$ cat config.mk
export PLATFORM = sky130hd
export DESIGN_NAME = parallel_io_port_with_strobe
export DESIGN_NICKNAME = d
export VERILOG_FILES = /design/src/shared/pio_pkg.sv /design/src/verilog/parallel_io_port_with_strobe.sv
export SDC_FILE = /design/constraint.sdc
export NUM_CORES = 1
export LEC_CHECK = 0
export ABC_AREA = 1
export BUFFER_PORTS_ARGS = -buffer_cell sky130_fd_sc_hd__buf_4
export CORE_MARGIN = 3
export CORE_UTILIZATION = 48
export CTS_BUF_LIST = sky130_fd_sc_hd__clkbuf_2 sky130_fd_sc_hd__clkbuf_4 sky130_fd_sc_hd__clkbuf_8
export DETAILED_ROUTE_END_ITERATION = 16
export HOLD_SLACK_MARGIN = 0.1
export PLACE_DENSITY = 0.78
export SYNTH_ARGS = -nofsm -noshare
export SYNTH_HDL_FRONTEND = slang
export SYNTH_SLANG_ARGS = --single-unit
export TNS_END_PERCENT = 5
$ cat constraint.sdc
create_clock -name ref_clk -period 1.3 [get_ports ref_clk]
set_clock_uncertainty 0.05 [all_clocks]
set_input_delay 0.325 -clock ref_clk [delete_from_list [all_inputs] [get_ports ref_clk]]
set_output_delay 0.325 -clock ref_clk [all_outputs]
set_load 0.03 [all_outputs]
$ cat src/shared/pio_pkg.sv
// Purpose: Shared constants and types for the parallel port with strobe
// Assumes: 32-bit Avalon-MM register slave, word addressed by byte offset
// Notes: Offsets are byte addresses of aligned words
package pio_pkg;
    localparam int LINE_COUNT = 16;
    localparam logic [7:0] OFS_DIR = 8'h00;
    localparam logic [7:0] OFS_OUTVAL = 8'h04;
    localparam logic [7:0] OFS_CMD = 8'h08;
    localparam logic [7:0] OFS_CTRL = 8'h0C;
    localparam logic [7:0] OFS_CAPT = 8'h10;
    localparam logic [7:0] OFS_HWSTAT = 8'h14;
    localparam logic [7:0] OFS_SUMSTAT = 8'h18;
    localparam int CMD_SEND_BIT = 0;
    localparam int CMD_CAPT_BIT = 1;
    localparam int CTRL_POL_BIT = 0;
    localparam int CTRL_ARM1_BIT = 1;
    localparam int CTRL_ARM2_BIT = 2;
    localparam int HW_TRIP1_BIT = 13;
    localparam int HW_TRIP2_BIT = 14;
    localparam int SUM_TRIP_BIT = 5;
    localparam logic [15:0] DIR_RST = 16'h0000;
    localparam logic [15:0] OUTVAL_RST = 16'h0000;
    localparam int STROBE_NS = 1000;
    localparam int CLK_NS = 50;
    localparam int STROBE_CYC = (STROBE_NS + CLK_NS - 1) / CLK_NS;
    localparam logic [31:0] UNMAPPED_RD = 32'h0000_0000;
    typedef struct packed {
        logic [7:0] address;
        logic read;
        logic write;
        logic [31:0] writedata;
        logic [3:0] byteenable;
    } avm_req_t;
    typedef struct packed {
        logic [31:0] readdata;
        logic waitrequest;
    } avm_rsp_t;
    typedef struct packed {
        logic [15:0] line_in;
        logic [15:0] line_out;
        logic [15:0] line_oe_n;
    } lines_t;
endpackage : pio_pkg

$ cat src/verilog/parallel_io_port_with_strobe.sv
// Purpose: 16-line open-collector parallel port, strobe, two armable trips
// Assumes: Inputs synchronous to ref_clk except trip pins, which are synchronised
// Notes: Register access over Avalon-MM, one wait state per access
`timescale 1ns/1ps
`default_nettype none
// Overview of operation
// - Capture command latches the input lines
// - Armed trip pin low sets sticky flag
// - Trip one sets hw bit 13, summary bit 5
// - Trip two reports in hw bit 14
// - Disable then arm clears tripped flag
// - Disabled trip input ignores pin entirely
// - Two trip inputs fully independent
// - Direction mask bit one means input
// - Bit n maps to line n
// - Input lines pulled high, released by driver
// - Output value write leaves drivers unchanged
// - Send moves value to drivers, pulses strobe
// - Polarity setting selects strobe active level
// - Capture holds all sixteen line levels
// - Mask write drives lines immediately
// - Driver released when mask or value set
// - Zero pulls low; one releases line
// - Output updates sustain well above 200 kb/s
// - Capture and drive never same cycle
module parallel_io_port_with_strobe
    import pio_pkg::*;
#(
    parameter int STROBE_LEN = STROBE_CYC
) (
    // Clock and reset
    input wire logic ref_clk,
    input wire logic sys_rst,
    // Register bus
    input wire avm_req_t avm_req,
    output avm_rsp_t avm_rsp,
    // Parallel lines
    input wire logic [LINE_COUNT-1:0] line_in,
    output logic [LINE_COUNT-1:0] line_out,
    output logic [LINE_COUNT-1:0] line_oe_n,
    output logic strobe_out,
    // Trip inputs, active low
    input wire logic trip1_n,
    input wire logic trip2_n,
    // Service request summary
    output logic srq_out
);
    logic [LINE_COUNT-1:0] dir_q;
    logic [LINE_COUNT-1:0] outval_q;
    logic [LINE_COUNT-1:0] drv_q;
    logic [LINE_COUNT-1:0] capt_q;
    logic pol_q;
    logic [1:0] arm_q;
    logic [1:0] trip_q;
    logic [1:0] sync1_q;
    logic [1:0] sync2_q;
    logic [7:0] stb_cnt_q;
    logic stb_act_q;
    logic ack_q;
    logic [31:0] rdata_q;
    logic acc;
    logic wr;
    logic send_cmd;
    logic capt_cmd;
    logic [31:0] hw_stat;
    logic [31:0] sum_stat;

    // Single wait state: request taken when ack_q is low, answered next cycle
    // Writes commit only on the answer edge, where the master completes
    assign acc = (avm_req.read | avm_req.write) & ~ack_q;
    assign wr = avm_req.write & ack_q;
    assign send_cmd = wr & (avm_req.address == OFS_CMD) & avm_req.writedata[CMD_SEND_BIT];
    assign capt_cmd = wr & (avm_req.address == OFS_CMD) & avm_req.writedata[CMD_CAPT_BIT];
    assign avm_rsp.waitrequest = (avm_req.read | avm_req.write) & ~ack_q;
    assign avm_rsp.readdata = rdata_q;

    always_ff @(posedge ref_clk) begin
        if (sys_rst) begin
            ack_q <= 1'b0;
        end else begin
            ack_q <= acc;
        end
    end

    // Direction mask, a one makes the line an input
    always_ff @(posedge ref_clk) begin
        if (sys_rst) begin
            dir_q <= DIR_RST;
        end else if (wr && avm_req.address == OFS_DIR) begin
            dir_q <= avm_req.writedata[LINE_COUNT-1:0];
        end
    end

    // Output value is only staged here
    always_ff @(posedge ref_clk) begin
        if (sys_rst) begin
            outval_q <= OUTVAL_RST;
        end else if (wr && avm_req.address == OFS_OUTVAL) begin
            outval_q <= avm_req.writedata[LINE_COUNT-1:0];
        end
    end

    // Driver latch: a send commits the staged value; the mask is ORed in live
    always_ff @(posedge ref_clk) begin
        if (sys_rst) begin
            drv_q <= OUTVAL_RST;
        end else if (send_cmd) begin
            drv_q <= outval_q;
        end
    end

    // Open collector: drive low only where both mask and value are zero
    assign line_out = '0;
    assign line_oe_n = dir_q | drv_q;

    // Strobe polarity and trip arming
    always_ff @(posedge ref_clk) begin
        if (sys_rst) begin
            pol_q <= 1'b1;
            arm_q <= 2'b00;
        end else if (wr && avm_req.address == OFS_CTRL) begin
            pol_q <= avm_req.writedata[CTRL_POL_BIT];
            arm_q[0] <= avm_req.writedata[CTRL_ARM1_BIT];
            arm_q[1] <= avm_req.writedata[CTRL_ARM2_BIT];
        end
    end

    // Strobe starts with the driver update, lasts a fixed count
    always_ff @(posedge ref_clk) begin
        if (sys_rst) begin
            stb_act_q <= 1'b0;
            stb_cnt_q <= 8'h00;
        end else if (send_cmd) begin
            stb_act_q <= 1'b1;
            stb_cnt_q <= 8'(STROBE_LEN - 1);
        end else if (stb_cnt_q != 8'h00) begin
            stb_cnt_q <= stb_cnt_q - 8'h01;
        end else begin
            stb_act_q <= 1'b0;
        end
    end

    assign strobe_out = pol_q ? stb_act_q : ~stb_act_q;

    // Capture is dropped when a send is in the same cycle, so the two never overlap
    always_ff @(posedge ref_clk) begin
        if (sys_rst) begin
            capt_q <= 16'h0000;
        end else if (capt_cmd && !send_cmd) begin
            capt_q <= line_in;
        end
    end

    // Trip pins are asynchronous, so two flops before any logic
    always_ff @(posedge ref_clk) begin
        if (sys_rst) begin
            sync1_q <= 2'b11;
            sync2_q <= 2'b11;
        end else begin
            sync1_q <= {trip2_n, trip1_n};
            sync2_q <= sync1_q;
        end
    end

    // Sticky trips; clearing only by disarm, and a disarmed pin is ignored
    genvar gi;
    generate
        for (gi = 0; gi < 2; gi++) begin : g_trip
            always_ff @(posedge ref_clk) begin
                if (sys_rst) begin
                    trip_q[gi] <= 1'b0;
                end else if (!arm_q[gi]) begin
                    trip_q[gi] <= 1'b0;
                end else if (!sync2_q[gi]) begin
                    trip_q[gi] <= 1'b1;
                end
            end
        end
    endgenerate

    always_comb begin
        hw_stat = 32'h0000_0000;
        hw_stat[HW_TRIP1_BIT] = trip_q[0];
        hw_stat[HW_TRIP2_BIT] = trip_q[1];
        sum_stat = 32'h0000_0000;
        sum_stat[SUM_TRIP_BIT] = |trip_q;
    end

    assign srq_out = |trip_q;

    // Read mux, registered
    always_ff @(posedge ref_clk) begin
        if (sys_rst) begin
            rdata_q <= 32'h0000_0000;
        end else if (acc && avm_req.read) begin
            case (avm_req.address)
                OFS_DIR: rdata_q <= {16'h0000, dir_q};
                OFS_OUTVAL: rdata_q <= {16'h0000, outval_q};
                OFS_CTRL: rdata_q <= {29'h0000_0000, arm_q, pol_q};
                OFS_CAPT: rdata_q <= {16'h0000, capt_q};
                OFS_HWSTAT: rdata_q <= hw_stat;
                OFS_SUMSTAT: rdata_q <= sum_stat;
                default: rdata_q <= UNMAPPED_RD;
            endcase
        end
    end


    // Width check helper; a counter keeps the property short for the tools
    logic [7:0] stb_run_q;

    always_ff @(posedge ref_clk) begin
        if (sys_rst) begin
            stb_run_q <= 8'h00;
        end else if (send_cmd) begin
            stb_run_q <= 8'h01;
        end else if (stb_act_q) begin
            stb_run_q <= stb_run_q + 8'h01;
        end
    end

    // Register bus handshake
    a_wait_first: assert property (@(posedge ref_clk) disable iff (sys_rst)
        acc |-> avm_rsp.waitrequest)
        else $error("first request cycle not stalled");

    a_one_wait: assert property (@(posedge ref_clk) disable iff (sys_rst)
        acc |=> ack_q && !avm_rsp.waitrequest)
        else $error("answer not one cycle after request");

    a_ack_drops: assert property (@(posedge ref_clk) disable iff (sys_rst)
        ack_q |=> !ack_q)
        else $error("answer held longer than one cycle");

    // Line drivers
    a_mask_write_drives: assert property (@(posedge ref_clk) disable iff (sys_rst)
        (wr && avm_req.address == OFS_DIR) |=> (line_oe_n == (dir_q | drv_q))
            && dir_q == $past(avm_req.writedata[15:0]))
        else $error("mask write did not reach drivers");

    a_outval_staged: assert property (@(posedge ref_clk) disable iff (sys_rst)
        (wr && avm_req.address == OFS_OUTVAL) |=> outval_q == $past(avm_req.writedata[15:0])
            && drv_q == $past(drv_q))
        else $error("value write touched drivers");

    a_value_staged_only: assert property (@(posedge ref_clk) disable iff (sys_rst)
        !send_cmd |=> drv_q == $past(drv_q))
        else $error("drivers changed without send");

    a_send_commits: assert property (@(posedge ref_clk) disable iff (sys_rst)
        send_cmd |=> drv_q == $past(outval_q) && stb_act_q)
        else $error("send did not commit value and strobe");

    a_open_collector: assert property (@(posedge ref_clk) disable iff (sys_rst)
        line_out == 16'h0000 && ((dir_q | drv_q) == line_oe_n))
        else $error("driver not open collector");

    a_inputs_released: assert property (@(posedge ref_clk) disable iff (sys_rst)
        dir_q == 16'hFFFF |-> line_oe_n == 16'hFFFF)
        else $error("input line pulled low");

    // Strobe
    a_strobe_width: assert property (@(posedge ref_clk) disable iff (sys_rst)
        $fell(stb_act_q) |-> $past(stb_run_q) == 8'(STROBE_LEN))
        else $error("strobe width wrong");

    a_strobe_polarity: assert property (@(posedge ref_clk) disable iff (sys_rst)
        strobe_out == (pol_q ~^ stb_act_q))
        else $error("strobe polarity wrong");

    a_strobe_idle: assert property (@(posedge ref_clk) disable iff (sys_rst)
        !stb_act_q |-> strobe_out == !pol_q)
        else $error("idle strobe level wrong");

    a_strobe_count: assert property (@(posedge ref_clk) disable iff (sys_rst)
        stb_cnt_q <= 8'(STROBE_LEN - 1))
        else $error("strobe counter out of range");

    // Capture
    a_capture_levels: assert property (@(posedge ref_clk) disable iff (sys_rst)
        capt_cmd && !send_cmd |=> capt_q == $past(line_in))
        else $error("capture wrong");

    a_capture_holds: assert property (@(posedge ref_clk) disable iff (sys_rst)
        !capt_cmd |=> capt_q == $past(capt_q))
        else $error("capture changed without command");

    a_half_duplex: assert property (@(posedge ref_clk) disable iff (sys_rst)
        capt_cmd && send_cmd |=> capt_q == $past(capt_q))
        else $error("capture during send");

    // Trips
    a_sync_stages: assert property (@(posedge ref_clk) disable iff (sys_rst)
        sync2_q == $past(sync1_q))
        else $error("synchroniser stage skipped");

    a_trip_sets: assert property (@(posedge ref_clk) disable iff (sys_rst)
        arm_q[0] && !sync2_q[0] ##1 arm_q[0] |-> trip_q[0] && hw_stat[13] && sum_stat[5])
        else $error("trip one not reported");

    a_trip_two_sets: assert property (@(posedge ref_clk) disable iff (sys_rst)
        arm_q[1] && !sync2_q[1] ##1 arm_q[1] |-> trip_q[1] && hw_stat[14] && sum_stat[5])
        else $error("trip two not reported");

    a_trip_sticky: assert property (@(posedge ref_clk) disable iff (sys_rst)
        trip_q[0] && arm_q[0] |=> trip_q[0])
        else $error("trip one flag not sticky");

    a_trip_two_sticky: assert property (@(posedge ref_clk) disable iff (sys_rst)
        trip_q[1] && arm_q[1] |=> trip_q[1])
        else $error("trip two flag not sticky");

    a_no_spurious: assert property (@(posedge ref_clk) disable iff (sys_rst)
        !trip_q[0] && sync2_q[0] |=> !trip_q[0])
        else $error("trip one set with pin high");

    a_disarm_clears: assert property (@(posedge ref_clk) disable iff (sys_rst)
        !$past(arm_q[0]) |-> !trip_q[0])
        else $error("disarmed trip flag set");

    a_disarm_two: assert property (@(posedge ref_clk) disable iff (sys_rst)
        !$past(arm_q[1]) |-> !trip_q[1])
        else $error("disarmed trip two flag set");

    a_trip_two_bit: assert property (@(posedge ref_clk) disable iff (sys_rst)
        hw_stat[14] == trip_q[1] && hw_stat[13] == trip_q[0])
        else $error("trip two bit wrong");

    a_summary: assert property (@(posedge ref_clk) disable iff (sys_rst)
        sum_stat[5] == (trip_q[0] | trip_q[1]) && srq_out == (trip_q[0] | trip_q[1]))
        else $error("summary bit wrong");

    // Read path
    a_read_mask: assert property (@(posedge ref_clk) disable iff (sys_rst)
        acc && avm_req.read && avm_req.address == OFS_DIR
            |=> avm_rsp.readdata == {16'h0000, $past(dir_q)})
        else $error("mask read wrong");

    a_read_capture: assert property (@(posedge ref_clk) disable iff (sys_rst)
        acc && avm_req.read && avm_req.address == OFS_CAPT
            |=> avm_rsp.readdata == {16'h0000, $past(capt_q)})
        else $error("capture read wrong");

    a_read_ctrl: assert property (@(posedge ref_clk) disable iff (sys_rst)
        acc && avm_req.read && avm_req.address == OFS_CTRL
            |=> avm_rsp.readdata == {29'h0000_0000, $past(arm_q), $past(pol_q)})
        else $error("control read wrong");

    a_read_hwstat: assert property (@(posedge ref_clk) disable iff (sys_rst)
        acc && avm_req.read && avm_req.address == OFS_HWSTAT
            |=> avm_rsp.readdata == $past(hw_stat))
        else $error("status read wrong");

    a_read_cmd_zero: assert property (@(posedge ref_clk) disable iff (sys_rst)
        acc && avm_req.read && avm_req.address == OFS_CMD
            |=> avm_rsp.readdata == UNMAPPED_RD)
        else $error("command read not zero");

    // Reset
    a_reset_state: assert property (@(posedge ref_clk)
        sys_rst |=> arm_q == 2'b00 && trip_q == 2'b00 && dir_q == DIR_RST
            && drv_q == OUTVAL_RST && !stb_act_q)
        else $error("reset state wrong");
endmodule : parallel_io_port_with_strobe
`default_nettype wire

==> qor.txt, run 1 <==
status: finished with violations
failing checks: setup timing
DRC Markers: 0
clock power share: 0.287
# IOs: 133
Die Y-Extent: 102 microns
htree depth: 3
Starting Density: 0.502
WHS: 0.149 ns
antenna violations before repair: 0
CORE AREA: 8890 sq um
row count: 34
Root Driver: clkbuf_8
Clk Latency, worst-skew pair: 0.37 ns
Worst EP required: 0.93 ns
Peak VDD IR: 0.569 mV
clk sink count: 99
die area: 10500 sq um
Layout area overhead: 31.8%
grt total ovfl: 0
Sw Share: 0.309
Placer Congestion: 0.893
fin crit share: 1.12
syn_area_per_cell: 7.53 sq um
Post-synth ARST share: 0
CP Data Arrival Time: 1.08 ns
first-pass GRT wire length: 17500 microns
Inst Count DP: 790
final setup violation count: 22
post-synth top area share: 0.444
post-DP HPWL: 7950 microns
Worst-path clk slew: 0.10 ns
cell area after synthesis: 4470 sq um
Mapped Cells: 593
fin crit period: 1.45 ns
Worst setup SP type: flip-flop
number of global-route vias before repair: 3827
synth top area cells: dfxtp_1 (44%), nand2_1 (6.8%), a21oi_1 (6.3%), buf_4 (6.1%), nor2_1 (5.9%)
Hold Fails Final Rpt: 0
cell area after layout: 5890 sq um
share of cells above drive strength 1: 0.353
area leader, netlist: dfxtp_1
Distinct cells, synth: 36
DR vias/cell: 4.99
Flop pwr share: 0.500
gr usage total: 0.209
Setup CP Type: reg -> out
yosys warns: 0
Via Count: 4113
Worst setup EP type: output pin
Clock Tree Buf Depth: 2
Post-synth EDFFs: 0
Die X-Extent: 102 microns
port bufs: 80
TritonCTS Buffers: 9
cell-internal power: 4470 uW
final worst setup slack: -0.153 ns
remaining antenna violation count: 0
critical path peak fanout: 2
number of diodes: 0
Post-Route WL: 10800 microns
# Max-Cap Violations: 0
largest net degree at the start of global routing: 54
DR iter-0 viols: 263
setup slack on the worst flop-to-flop path: -0.06 ns
Slew Viols, Final: 0
Psw: 2000 uW
Combinational Power Share: 0.213
type of the most critical hold path: in -> reg
CTS tree: yes
first-pass iteration count of the detailed router: 4
f_max: 0.688 GHz
register bit total from synthesis: 99
Final Net Count: 780
Placed Area: 5300 sq um
RSZ-0062 raised after global routing: yes
static leakage: 0.00257 uW
Seq/Total Area, Yosys: 0.444
PwrDens: 1100 nW/um^2
wire per inst: 13.1 microns
main flop type after synthesis: dfxtp_1
Layout Cells excl Fill: 825
registers in the layout, summed over array words and instances (netlist names):
register and cells:
capt_q 16, dir_q 16, drv_q 16, outval_q 16, rdata_q 16, stb_cnt_q 8, arm_q 2, hw_stat 2
sync1_q 2, sync2_q 2, ack_q 1, pol_q 1, stb_act_q 1
layout make-up:
type,count,area (sq um)
clock buffer,9,124
clock inverter,7,61.3
fill,681,3010
inverter,54,216
multi-input combinational,411,2100
sequential,99,2030
tap,108,135
timing repair buffer,137,1220
routing by layer:
metal  vias to the layer above  GRT usage  wire length, microns
met5                         -          0                     0
met4                         0     0.0646                   197
met3                        17     0.0410                   775
met2                       156      0.348                  5230
met1                      1851      0.274                  4630
li1                       2089          -                     -
Yosys cell counts (4+ instances only):
| library cell | count |
|---|---|
| dfxtp_1 | 99 |
| buf_4 | 36 |
| inv_1 | 46 |
| inv_2 | 5 |
| nand4_1 | 4 |
| or2_2 | 20 |
| nand3_1 | 45 |
| a21oi_1 | 56 |
| nand2_1 | 81 |
| buf_6 | 6 |
| nor2_2 | 5 |
| nor2_1 | 70 |
| o21ai_0 | 33 |
| o21ai_1 | 38 |
| buf_2 | 7 |
| clkbuf_1 | 11 |
cell usage in the layout (no fill, tap or decap), types with 20 or more instances in the layout:
cell     synthesis  routed
o21ai_0         33      33
conb_1           1      32
nor2_1          70      68
o21ai_1         38      38
buf_4           36     106
a21oi_1         56      49
inv_1           46      43
nand2_1         81      78
nand3_1         45      44
buf_6            6      20
dfxtp_1         99      60
dfxtp_2          0      39
cell families (layout without fill, tap and decap cells):
| group | Yosys count | count (layout) | share of synthesized area |
|---|---|---|---|
| AND/OR/NAND/NOR | 240 | 240 | 0.250 |
| AO/OA/AOI/OAI | 132 | 132 | 0.150 |
| buffers and inverters | 114 | 207 | 0.140 |
| flip-flops | 99 | 99 | 0.444 |
| XOR/XNOR | 5 | 5 | 0.00981 |
| adder cells (fa/ha/maj) | 2 | 2 | 0.00560 |
| other | 1 | 32 | 0.000840 |
power by group through the flow:
stage                     registers (uW)  logic (uW)  clock network [uW]
after global placement              3270        1180                   0
final                               3230        1380                1860
after floorplan                     3270         858                   0
after CTS                           3230        1340                1880
after global routing                3240        1510                2010
after detailed placement            3280        1270                   0
through the flow:
step	power (uW)	worst slack [ns]	setup TNS, ns	utilization
floorplan	4130	-0.0208	-0.237	-
global placement	4460	-0.229	-16.10	0.596
detailed placement	4550	-0.271	-18.73	0.596
CTS	6450	-0.160	-2.84	0.654
global route	6760	-0.192	-3.97	0.662
finish	6470	-0.153	-2.77	0.662
what timing repair did:
action	CTS	global route
buffers inserted	15	2
pin swaps	7	7
hold buffers	2	0
gates resized for setup	81	20
endpoints found under the hold margin	2	0
endpoints found under the setup margin	59	80
critical path: stages (launching register included):
cell,delay (ns)
dfxtp_2,0.33
or2_4,0.24
buf_6,0.14
path summary, 6_finish.rpt:
| path | start | depth (start not counted) | to |
|---|---|---|---|
| worst max-delay path | dir_q[0] | 2 | line_oe_n[0] |
| worst min-delay path | avm_req[11] | 3 | dir_q[7] |
| worst max register to register | stb_cnt_q[1] | 7 | stb_cnt_q[0] |
| worst min register to register | sync2_q[1] | 1 | hw_stat[14] |
Note: power is estimated with default switching activity, not from simulation.
==> run 2: changes to the inputs <==
--- a/config.mk
+++ b/config.mk
@@ -7,6 +7,7 @@
 export LEC_CHECK = 0
 export ABC_AREA = 1
 export BUFFER_PORTS_ARGS = -buffer_cell sky130_fd_sc_hd__buf_4
+export CORE_ASPECT_RATIO = 1.1
 export CORE_MARGIN = 3
 export CORE_UTILIZATION = 48
 export CTS_BUF_LIST = sky130_fd_sc_hd__clkbuf_2 sky130_fd_sc_hd__clkbuf_4 sky130_fd_sc_hd__clkbuf_8
==> run 2 against run 1 <==
  * The flow still finishes with violations (setup timing)
  * Design area down 0.96%
  * First-iteration DRC count grew 29%
  * Worst setup slack lost 0.011 ns
  * Register-to-register slack worse by 0.02 ns
  * Hold slack improved by 0.011 ns
  * Core utilization down 1.2 points
  * Routed wire length decreased by 1.3%
  * Die area about the same
  * Clock-buffer cell count grew 2
  * Flip-flop and latch count unchanged
  * Global-route usage decreased by 0.45 points
  * Critical path depth did not move
==> qor.txt, run 2 (synthesized netlist as in run 1, its figures left out) <==
commonest non-fill, non-tap cell in the layout: buf_4
Final Net Count: 771
first-pass iteration count of the detailed router: 6
Root Driver: clkbuf_8
Inst Count DP: 794
port bufs: 80
Slew Viols, Final: 0
Starting Density: 0.498
RSZ-0062 raised after global routing: yes
fin crit share: 1.13
largest net degree at the start of global routing: 55
number of global-route vias before repair: 3844
Hold Fails Final Rpt: 0
# Max-Cap Violations: 0
DR iter-0 viols: 338
crit path from: dir_q[0]
Setup CP Type: reg -> out
final setup violation count: 22
Hold Path Origin: avm_req[15]
Die Y-Extent: 107 microns
final design utilization: 0.650
CP Data Arrival Time: 1.09 ns
htree depth: 3
row count: 36
Worst setup EP type: output pin
wire per inst: 13.0 microns
type of the most critical hold path: in -> reg
static leakage: 0.00251 uW
most frequent cells in the layout: buf_4 (99), nand2_1 (76), nor2_1 (68), dfxtp_1 (66), a21oi_1 (49)
first-pass GRT wire length: 17600 microns
Layout Cells excl Fill: 822
post-DP HPWL: 7910 microns
Clk Latency, worst-skew pair: 0.37 ns
Via Count: 4077
cell area after layout: 5830 sq um
CORE AREA: 8960 sq um
f_max: 0.683 GHz
total power: 6630 uW
Worst R2R Start: stb_cnt_q[0]
fin crit period: 1.46 ns
Die X-Extent: 98.0 microns
Post-Route WL: 10700 microns
gr usage total: 0.204
Clock Tree Buf Depth: 2
DR vias/cell: 4.96
Worst EP required: 0.93 ns
CTS tree: yes
clk sink count: 99
Placer Congestion: 0.897
PwrDens: 1140 nW/um^2
Layout area overhead: 30.5%
failing checks: setup timing
remaining antenna violation count: 0
grt total ovfl: 0
TritonCTS Buffers: 9
# IOs: 133
antenna violations before repair: 0
number of diodes: 0
share of cells above drive strength 1: 0.338
Peak VDD IR: 0.587 mV
final worst setup slack: -0.164 ns
DRC Markers: 0
Placed Area: 5260 sq um
Worst setup SP type: flip-flop
status: finished with violations
Worst-path clk slew: 0.10 ns
die area: 10500 sq um
critical path peak fanout: 2
[run 2: changes by cell type in the layout (fill, tap and decap cells not counted), moves of 3 or more]
cell and delta:
buf_4 -7, dfxtp_2 -6, dfxtp_1 +6, inv_8 -3, buf_12 -3
[run 2: final timing paths]
kind | to | slack (ns) | cells after the start
setup / recovery | line_oe_n[0] | -0.16 | 2
hold / removal | dir_q[11] | 0.16 | 3
setup reg to reg | stb_cnt_q[1] | -0.08 | 7
hold reg to reg | hw_stat[14] | 0.36 | 1
[run 2: cell type report]
type | count | area (sq um)
clock buffer | 11 | 139
clock inverter | 5 | 62.6
fill | 751 | 3130
inverter | 54 | 223
multi-input combinational | 411 | 2120
sequential | 99 | 2020
tap | 114 | 143
timing repair buffer | 128 | 1120
[run 2: worst max-delay path: stages, from the launching register on]
cell     delay (ns)
dfxtp_2        0.34
or2_4          0.25
buf_6          0.14
[run 2: layer usage]
metal | wire, microns | track usage | vias up
met2 | 5270 | 0.350 | 160
met3 | 744 | 0.0397 | 17
met4 | 212 | 0.0712 | 0
met1 | 4470 | 0.256 | 1828
li1 | - | - | 2072
met5 | 0 | 0 | -
[run 2: per-stage QoR]
stage	worst slack (ns)	hold slack [ns]	TNS, ns
finish	-0.164	0.160	-2.74
global route	-0.185	0.161	-3.58
CTS	-0.166	0.153	-2.85
detailed placement	-0.286	0.345	-18.53
global placement	-0.268	0.342	-16.21
floorplan	-0.0208	0.339	-0.237
[run 2: timing repair]
action,CTS,global route
hold buffers,2,0
pin swaps,7,6
setup endpoints to repair,75,74
gates resized for setup,73,29
buffers inserted,10,0
hold endpoints to repair,2,0
[run 2: where the power goes]
| part | total (uW) | switching [uW] | internal, uW |
|---|---|---|---|
| registers | 3240 | 97.3 | 3140 |
| clock network | 2010 | 1060 | 944 |
| logic | 1390 | 773 | 618 |
| total | 6630 | 1930 | 4700 |
